--- src/verilog/conversion_clock_select_pkg.sv ---
package conversion_clock_select_pkg;

    // Conversion clock select encodings and their length in half-periods.
    localparam logic [1:0] CONVERSION_CLOCK_SELECT_CC_SEL_24       = 2'h0;
    localparam logic [1:0] CONVERSION_CLOCK_SELECT_CC_SEL_RESERVED = 2'h1;
    localparam logic [1:0] CONVERSION_CLOCK_SELECT_CC_SEL_96       = 2'h2;
    localparam logic [1:0] CONVERSION_CLOCK_SELECT_CC_SEL_48       = 2'h3;
    localparam int unsigned CONVERSION_CLOCK_SELECT_CC_HALF_24 = 24;
    localparam int unsigned CONVERSION_CLOCK_SELECT_CC_HALF_96 = 96;
    localparam int unsigned CONVERSION_CLOCK_SELECT_CC_HALF_48 = 48;

    // One system clock period is two half-periods.
    localparam int unsigned CONVERSION_CLOCK_SELECT_HALF_PER_CLK = 2;

    // Sampling lasts two sample clocks; conversion fourteen conversion clocks.
    localparam int unsigned CONVERSION_CLOCK_SELECT_SAMPLE_SC_COUNT = 2;
    localparam int unsigned CONVERSION_CLOCK_SELECT_CONV_CC_COUNT   = 14;
    localparam int unsigned CONVERSION_CLOCK_SELECT_LOAD_HALF       = 4;
    localparam int unsigned CONVERSION_CLOCK_SELECT_LOAD_CYCLES     = CONVERSION_CLOCK_SELECT_LOAD_HALF / CONVERSION_CLOCK_SELECT_HALF_PER_CLK;

    localparam int unsigned CONVERSION_CLOCK_SELECT_RES_W = 10;
    localparam logic [9:0]  CONVERSION_CLOCK_SELECT_CODE_MIN  = 10'h000;
    localparam logic [9:0]  CONVERSION_CLOCK_SELECT_CODE_FULL = 10'h3FF;
    localparam logic [15:0] CONVERSION_CLOCK_SELECT_CNT_RST   = 16'h0000;

    typedef enum logic [1:0]
    {
        CONVERSION_CLOCK_SELECT_IDLE   = 2'b00,
        CONVERSION_CLOCK_SELECT_SAMPLE = 2'b01,
        CONVERSION_CLOCK_SELECT_CONV   = 2'b10,
        CONVERSION_CLOCK_SELECT_LOAD   = 2'b11
    } conversion_clock_select_state_t;

    // Analog input as seen by the digital side: comparator levels and a raw code.
    typedef struct packed
    {
        logic       below_gnd;
        logic       above_ref;
        logic [9:0] code;
    } conversion_clock_select_ain_t;

    typedef struct packed
    {
        logic [1:0] conversion_clock_select;
        logic [1:0] sample_clock_select;
    } conversion_clock_select_cfg_t;

    // Conversion clock length in system clock cycles.
    function automatic logic [15:0] conversion_clock_select_cc_cycles(input logic [1:0] sel);
        logic [15:0] r;
        r = 16'(CONVERSION_CLOCK_SELECT_CC_HALF_24 / CONVERSION_CLOCK_SELECT_HALF_PER_CLK);
        if (sel == CONVERSION_CLOCK_SELECT_CC_SEL_96)
            r = 16'(CONVERSION_CLOCK_SELECT_CC_HALF_96 / CONVERSION_CLOCK_SELECT_HALF_PER_CLK);
        else if (sel == CONVERSION_CLOCK_SELECT_CC_SEL_48)
            r = 16'(CONVERSION_CLOCK_SELECT_CC_HALF_48 / CONVERSION_CLOCK_SELECT_HALF_PER_CLK);
        return r;
    endfunction : conversion_clock_select_cc_cycles

endpackage : conversion_clock_select_pkg

--- src/verilog/conversion_clock_select_ctrl.sv ---
`timescale 1ns/1ps
`default_nettype none
// Contract
// - Conversion clock select 00/10/11 gives 24/96/48 half-periods; 01 reserved.
// - Sample clock select gives one, two, four or eight conversion clocks.
// - Sampling lasts exactly two sample clock periods.
// - Total time is fourteen conversion clocks plus sample time plus four half-periods.
// - Input below ground gives 000; above upper reference gives 3FF.
// - After sampling the held value alone decides the result.
// - All timing counts in half-periods of the CPU clock.
module conversion_clock_select_ctrl
    import conversion_clock_select_pkg::*;
(
    input  wire logic              i_sys_clk,
    input  wire logic              i_rst,
    input  wire logic              i_start,
    input  wire conversion_clock_select_cfg_t        i_cfg,
    input  wire conversion_clock_select_ain_t        i_ain,
    output logic                   o_busy,
    output logic                   o_sampling,
    output logic                   o_done,
    output logic [CONVERSION_CLOCK_SELECT_RES_W-1:0] o_result
);
    typedef struct packed
    {
        conversion_clock_select_state_t state;
        conversion_clock_select_cfg_t   cfg;
        conversion_clock_select_ain_t   ain_s1;
        conversion_clock_select_ain_t   ain_s2;
        // Value frozen when sampling ends; the conversion reads only this.
        conversion_clock_select_ain_t   held;
        // Sampling can span sixteen conversion clocks, hence five bits.
        logic [4:0]   sc_left;
        logic [3:0]   cc_left;
        logic [1:0]   load_left;
        logic         reload;
        logic         busy;
        logic         sampling;
        logic         done;
        logic [9:0]   result;
    } conversion_clock_select_st_t;

    conversion_clock_select_st_t   st_r;
    conversion_clock_select_st_t   st_nxt;
    logic        cc_tick;
    logic [15:0] cc_period;
    logic [4:0]  sample_ticks;
    logic        sample_last;
    logic        conv_last;
    logic        load_last;

    // Sample clock in conversion clocks is 1 << select.
    function automatic logic [3:0] conversion_clock_select_sc_mult(input logic [1:0] sel);
        return 4'h1 << sel;
    endfunction : conversion_clock_select_sc_mult

    // Sampling spans two sample clocks; the count needs five bits at the slowest
    // setting, where sixteen conversion clocks are counted.
    function automatic logic [4:0] conversion_clock_select_sample_ticks(input logic [1:0] sel);
        logic [4:0] r;
        r = 5'(CONVERSION_CLOCK_SELECT_SAMPLE_SC_COUNT) * 5'(conversion_clock_select_sc_mult(sel));
        return r;
    endfunction : conversion_clock_select_sample_ticks

    // The reserved conversion clock code runs as the fastest setting, so a stray
    // write cannot leave the counters without a defined period.
    function automatic logic [1:0] conversion_clock_select_cc_norm(input logic [1:0] sel);
        logic [1:0] r;
        r = sel;
        if (sel == CONVERSION_CLOCK_SELECT_CC_SEL_RESERVED)
        begin
            r = CONVERSION_CLOCK_SELECT_CC_SEL_24;
        end
        return r;
    endfunction : conversion_clock_select_cc_norm

    // Out-of-range flags beat the raw code, and below ground beats above reference,
    // so a source that trips both comparators still reads as the zero code.
    function automatic logic [CONVERSION_CLOCK_SELECT_RES_W-1:0] conversion_clock_select_clamp(input conversion_clock_select_ain_t a);
        logic [CONVERSION_CLOCK_SELECT_RES_W-1:0] r;
        if (a.below_gnd)
        begin
            r = CONVERSION_CLOCK_SELECT_CODE_MIN;
        end
        else if (a.above_ref)
        begin
            r = CONVERSION_CLOCK_SELECT_CODE_FULL;
        end
        else
        begin
            r = a.code;
        end
        return r;
    endfunction : conversion_clock_select_clamp

    // Period follows the latched field so a mid-conversion write cannot stretch it.
    assign cc_period = conversion_clock_select_cc_cycles(st_r.cfg.conversion_clock_select);

    // Count of conversion clocks that sampling spans, from the live select field.
    assign sample_ticks = conversion_clock_select_sample_ticks(i_cfg.sample_clock_select);

    // Sampling and conversion end on the tick that closes their last counted period, and loading on its last count, so no
    // phase is stretched by the cycle that the state register itself adds.
    assign sample_last = cc_tick && (st_r.sc_left == 5'h01);
    assign conv_last   = cc_tick && (st_r.cc_left == 4'h1);
    assign load_last   = (st_r.load_left == 2'h1);

    // The counter is restarted on every start so that a phase never begins
    // part-way through a conversion clock left over from idle.
    conversion_clock_select_tick u_cc_tick
    (
        .i_sys_clk (i_sys_clk),
        .i_rst     (i_rst),
        .i_reload  (st_r.reload),
        .i_period  (cc_period),
        .o_tick    (cc_tick)
    );

    // Cycle budget from the edge that takes a start: sampling closes two sample
    // clocks later, the fourteenth conversion clock closes after that, and the
    // result lands four half-periods later, when done pulses for one cycle.
    // Half-periods are counted in pairs, since every timing figure here is an
    // even number of half-periods; an odd figure would need the falling edge.
    // The trade is one flip-flop clock domain instead of two.
    always_comb
    begin
        st_nxt        = st_r;
        st_nxt.done   = 1'b0;
        st_nxt.reload = 1'b0;
        // Two-stage synchroniser on the pin-side input; only stage two is read.
        // The pin levels may move at any instant, so stage one feeds nothing else.
        st_nxt.ain_s1 = i_ain;
        st_nxt.ain_s2 = st_r.ain_s1;
        case (st_r.state)
            CONVERSION_CLOCK_SELECT_IDLE:
            begin
                // Counters are cleared while idle so that no count survives a run.
                st_nxt.sc_left   = 5'h00;
                st_nxt.cc_left   = 4'h0;
                st_nxt.load_left = 2'h0;
                // Fields are frozen on the start edge; later writes wait for the next run.
                if (i_start)
                begin
                    st_nxt.cfg.conversion_clock_select =
                        conversion_clock_select_cc_norm(i_cfg.conversion_clock_select);
                    st_nxt.cfg.sample_clock_select     = i_cfg.sample_clock_select;
                    st_nxt.sc_left                     = sample_ticks;
                    st_nxt.reload                      = 1'b1;
                    st_nxt.busy                        = 1'b1;
                    st_nxt.sampling                    = 1'b1;
                    st_nxt.state                       = CONVERSION_CLOCK_SELECT_SAMPLE;
                end
            end
            CONVERSION_CLOCK_SELECT_SAMPLE:
            begin
                // The synchronised input is tracked up to the last sampling cycle.
                st_nxt.held = st_r.ain_s2;
                if (cc_tick)
                begin
                    st_nxt.sc_left = st_r.sc_left - 5'h01;
                end
                if (sample_last)
                begin
                    st_nxt.sampling = 1'b0;
                    st_nxt.cc_left  = 4'(CONVERSION_CLOCK_SELECT_CONV_CC_COUNT);
                    st_nxt.state    = CONVERSION_CLOCK_SELECT_CONV;
                end
            end
            CONVERSION_CLOCK_SELECT_CONV:
            begin
                // The held value is not touched again until it is loaded.
                if (cc_tick)
                begin
                    st_nxt.cc_left = st_r.cc_left - 4'h1;
                end
                if (conv_last)
                begin
                    st_nxt.load_left = 2'(CONVERSION_CLOCK_SELECT_LOAD_CYCLES);
                    st_nxt.state     = CONVERSION_CLOCK_SELECT_LOAD;
                end
            end
            CONVERSION_CLOCK_SELECT_LOAD:
            begin
                // Four half-periods of result loading before done is raised.
                st_nxt.load_left = st_r.load_left - 2'h1;
                if (load_last)
                begin
                    st_nxt.result = conversion_clock_select_clamp(st_r.held);
                    st_nxt.done   = 1'b1;
                    st_nxt.busy   = 1'b0;
                    st_nxt.state  = CONVERSION_CLOCK_SELECT_IDLE;
                end
            end
            default:
            begin
                // An unused state code falls back to idle without raising done.
                st_nxt.state = CONVERSION_CLOCK_SELECT_IDLE;
            end
        endcase
    end

    // Reset clears every field, so the outputs read zero and the result reads
    // the zero code until the first conversion completes.
    always_ff @(posedge i_sys_clk or posedge i_rst)
    begin
        if (i_rst)
        begin
            st_r <= '0;
        end
        else
        begin
            st_r <= st_nxt;
        end
    end

    // Every output comes straight from the state register, glitch-free.
    assign o_busy     = st_r.busy;
    assign o_sampling = st_r.sampling;
    assign o_done     = st_r.done;
    assign o_result   = st_r.result;
endmodule : conversion_clock_select_ctrl
`default_nettype wire

--- src/verilog/conversion_clock_select_tick.sv ---
`timescale 1ns/1ps
`default_nettype none
// Down-counter producing a one-cycle tick every period cycles; reload restarts it.
module conversion_clock_select_tick
    import conversion_clock_select_pkg::*;
(
    input  wire logic        i_sys_clk,
    input  wire logic        i_rst,
    input  wire logic        i_reload,
    input  wire logic [15:0] i_period,
    output logic             o_tick
);
    typedef struct packed
    {
        logic [15:0] cnt;
    } conversion_clock_select_tick_st_t;

    conversion_clock_select_tick_st_t st_r;
    conversion_clock_select_tick_st_t st_nxt;

    always_comb
    begin
        st_nxt = st_r;
        // A reload request arrives one cycle after the event that caused it, so the
        // counter is loaded one short and the first tick still lands a full period
        // after that event. Periods below two cycles are therefore not supported.
        if (i_reload)
            st_nxt.cnt = i_period - 16'h0001;
        else if (st_r.cnt <= 16'h0001)
            st_nxt.cnt = i_period;
        else
            st_nxt.cnt = st_r.cnt - 16'h0001;
    end

    assign o_tick = !i_reload && (st_r.cnt == 16'h0001);

    always_ff @(posedge i_sys_clk or posedge i_rst)
    begin
        if (i_rst)
            st_r <= '0;
        else
            st_r <= st_nxt;
    end
endmodule : conversion_clock_select_tick
`default_nettype wire

--- config.mk ---
export PLATFORM = sky130hd
export DESIGN_NAME = conversion_clock_select_ctrl
export DESIGN_NICKNAME = d
export VERILOG_FILES = /design/src/verilog/conversion_clock_select_pkg.sv /design/src/verilog/conversion_clock_select_ctrl.sv /design/src/verilog/conversion_clock_select_tick.sv
export SDC_FILE = /design/constraint.sdc
export NUM_CORES = 1
export LEC_CHECK = 0
export BUFFER_PORTS_ARGS = -buffer_cell sky130_fd_sc_hd__buf_2
export CORE_MARGIN = 4
export CORE_UTILIZATION = 51
export DETAILED_ROUTE_END_ITERATION = 12
export GPL_ROUTABILITY_DRIVEN = 0
export PLACE_DENSITY = 0.68
export RECOVER_POWER = 25
export SETUP_SLACK_MARGIN = 0.4
export SLEW_MARGIN = 20
export SYNTH_ARGS = -nofsm -noshare
export SYNTH_HDL_FRONTEND = slang
export SYNTH_SLANG_ARGS = --single-unit
--- constraint.sdc ---
create_clock -name i_sys_clk -period 3.6 [get_ports i_sys_clk]
set_input_delay 0.18 -clock i_sys_clk [delete_from_list [all_inputs] [get_ports i_sys_clk]]
set_output_delay 0.18 -clock i_sys_clk [all_outputs]
set_load 0.1 [all_outputs]
==> run summary <==
================================================================================
Worst skew pair latency                                                  0.35 ns
Hold WS                                                                0.0670 ns
Antenna violation net count after detailed routing                             0
Flip-flop cell with the highest count after synthesis                    dfrtp_1
H-tree depth reported by CTS                                                   3
Worst vdd rail ir drop                                                0.000343 V
Worst setup skew after layout                                         0.00786 ns
I/O Pins                                                                      32
Syn_area_per_cell                                                      11.2 um^2
Max-Slew Margin vs Limit                                                  -73.9%
Number of max-slew violations in the final report                             62
Worst endpoint required time                                             3.79 ns
Max-cap violations                                                             1
Unrepaired setup endpoints after global routing                               no
Cell area after technology mapping                                     3550 um^2
Maximum number of pins on one net before global-route repair                  62
Overflow left after global routing                                             0
Residual DRC                                                                   0
Final-stage net count                                                        382
Failing checks                                                      capacitance limit, slew limit
Endpoint kind of the worst setup timing path                            register
CTS Buf Count                                                                  9
Category of the critical setup timing path                          register to register
Async set-or-reset flop fraction in the synthesized netlist                 100%
First-pass DRT Iterations                                                      4
Leading area contributor after synthesis                                 dfrtp_1
Clock transition at path regs                                            0.08 ns
Leakage dissipation                                                      1.84 nW
1st-iter DRT viols                                                           102
Via count of the first global-routing pass                                  2331
First-pass GRT wire length                                               10.7 mm
Share of total power in the clock network                                  20.7%
Final worst-path setup slack                                             1.31 ns
Net switching fraction of the power                                        40.2%
Total global-route track usage                                             16.0%
Setup slack of the most critical reg-to-reg path                         1.31 ns
Critical-path maximum fanout                                                  14
CTS Sinks                                                                     81
Number of synthesis warnings                                                   0
Outcome                                                             finished, violations left
Leading cell types by total area after synthesis                    dfrtp_1 57%, mux2_2 5.1%, ha_1 3.9%
Top-area cell type share of the netlist area                               57.1%
Cell count after synthesis                                                   316
Sum of negative setup slack                                                 0 ns
Height of the die                                                        91.4 um
Number of cells after detailed placement                                     409
Cell types with the highest counts after synthesis                  81 x dfrtp_1, 32 x nor2_1, 25 x nand2_1
Buffer levels on the longest clock path                                        2
Sequential share of the synthesized area                                   57.1%
Pre-CTS setup slack                                                      1.35 ns
Number of antenna violations at the first check in global routing              0
Switching power total                                                    1.41 mW
Vias after detailed routing                                                 2326
Number of vias per cell                                                     5.33
Routed wire length                                                       6.05 mm
Per-cell routed wire length                                              13.9 um
Tmin final                                                               2.29 ns
Clock tree root buffer cell                                             clkbuf_8
Transition time at the pin with the least slew margin                    2.59 ns
Post-Syn Nets                                                                346
Synthesis-stage register bit count                                            81
Count of unique library cells instantiated by Yosys                           48
Number of inserted diodes                                                      0
Die W                                                                    91.4 um
Total of buffers placed on input and output ports                             31
Clock tree from TritonCTS                                                    yes
Launching element type of the critical path                             register
Sequential share of power                                                  40.2%
Layout area overhead                                                       13.7%
Setup fix buffers added after clock tree synthesis                             0
Setup-violating endpoint count in the final report                             0
Highest attainable clock frequency                                       437 MHz
Class of the most critical hold timing path                         input port to register
Final cell count without fillers                                             436
Period utilization                                                         63.6%
Hold Violations, Final                                                         0
Portion of total power attributed to combinational logic                   39.2%
Detailed Place HPWL                                                      4.17 mm
Core Rows                                                                     30
Power density over the cells                                         870 nW/um^2
Most frequent cell after synthesis                                       dfrtp_1
Core box area                                                          6760 um^2
Effective utilization at floorplan                                         52.5%
Arrival time of the worst setup path                                     2.48 ns
Ratio of cells with drive above 1 in the final layout                      19.7%
Die Footprint                                                          8350 um^2
Number of enable-type register cells in the synthesized netlist                0
Cell-internal power                                                      2.10 mW
================================================================================
layout make-up:
cell class,count,area (um^2)
Clock buffer,11,141
Clock inverter,4,76.3
Fill cell,554,2720
Inverter,17,65.1
Multi-Input combinational cell,198,1330
Sequential cell,81,2030
Tap cell,80,100
Timing Repair Buffer,45,290
sequential cells by signal, indices dropped and copies added (netlist names):
name,cells
o_sampling,1
o_busy,1
st_nxt,12
st_r,40
o_done,1
u_cc_tick.st_r,16
o_result,10
cell usage in the layout, fill, tap and decap left out, types with 4 or more instances in the layout:
cell type,netlist,final
o21bai_1,4,4
o31ai_1,13,13
a21oi_1,11,11
clkbuf_8,0,10
o22ai_1,6,6
nor2b_1,6,6
nor4_1,4,4
mux2_2,16,16
o21ai_0,15,15
nand2_1,25,25
buf_2,1,31
dfrtp_1,81,81
inv_1,17,16
dlygate4sd3_1,0,12
xnor2_1,9,9
nor3_1,7,7
nor2_1,32,32
ha_1,11,11
per-stage QoR:
step                      util (%)  area (um^2)  power, mW
after global placement        54.7         3700       2.76
after global routing          59.7         4030       3.77
after CTS                     59.7         4030       3.54
final                         59.7         4030       3.51
after detailed placement      54.7         3700       2.80
after floorplan                  -         3550       2.58
worst max-delay path, cell delays in order, from the launching register on:
cell      delay, ns
dfrtp_1        0.42
nor4_2         0.45
nand4_1        0.25
o21bai_1       0.81
o21ai_0        0.21
kinds of logic (layout without fill, tap and decap cells):
logic type	Yosys count	in the layout	synth area share, %
AOI/OAI and AO/OA	62	62	11.5
xor gates and xnor gates	12	12	2.96
adders and majority gates	11	11	3.88
buffers and inverters	37	77	5.26
DFF	81	81	57.1
muxes	18	18	5.75
and+or+nand+nor	95	95	13.5
routing by layer:
layer | share of wire, % | global-route usage, %
met5 | 0 | 0
met4 | 1.9 | 5.65
met3 | 4.1 | 4.39
met2 | 45 | 24.9
met1 | 49 | 21.5
repair_timing:
item / CTS / global route
hold buffers: 12 / 0
gates resized for setup: 0 / 0
endpoints found under the hold margin: 12 / 0
power groups by stage:
stage,registers (mW),clock network [mW],logic [mW]
CTS,1.41,0.745,1.38
global placement,1.42,0,1.35
floorplan,1.35,0,1.23
finish,1.41,0.725,1.38
global route,1.46,0.785,1.52
detailed placement,1.43,0,1.37
final timing paths:
kind                                           to         startpoint  depth (start not counted)
worst max-delay path            u_cc_tick.st_r[5]  u_cc_tick.st_r[9]                          4
worst min-delay path                     st_r[64]           i_cfg[3]                          3
worst max register to register  u_cc_tick.st_r[5]  u_cc_tick.st_r[9]                          4
worst min register to register           st_r[37]         st_nxt[37]                          0
max in group asynchronous                st_r[41]              i_rst                          3
min in group asynchronous              st_nxt[38]              i_rst                          2
No activity file was read; power rests on OpenSTA's default activity.
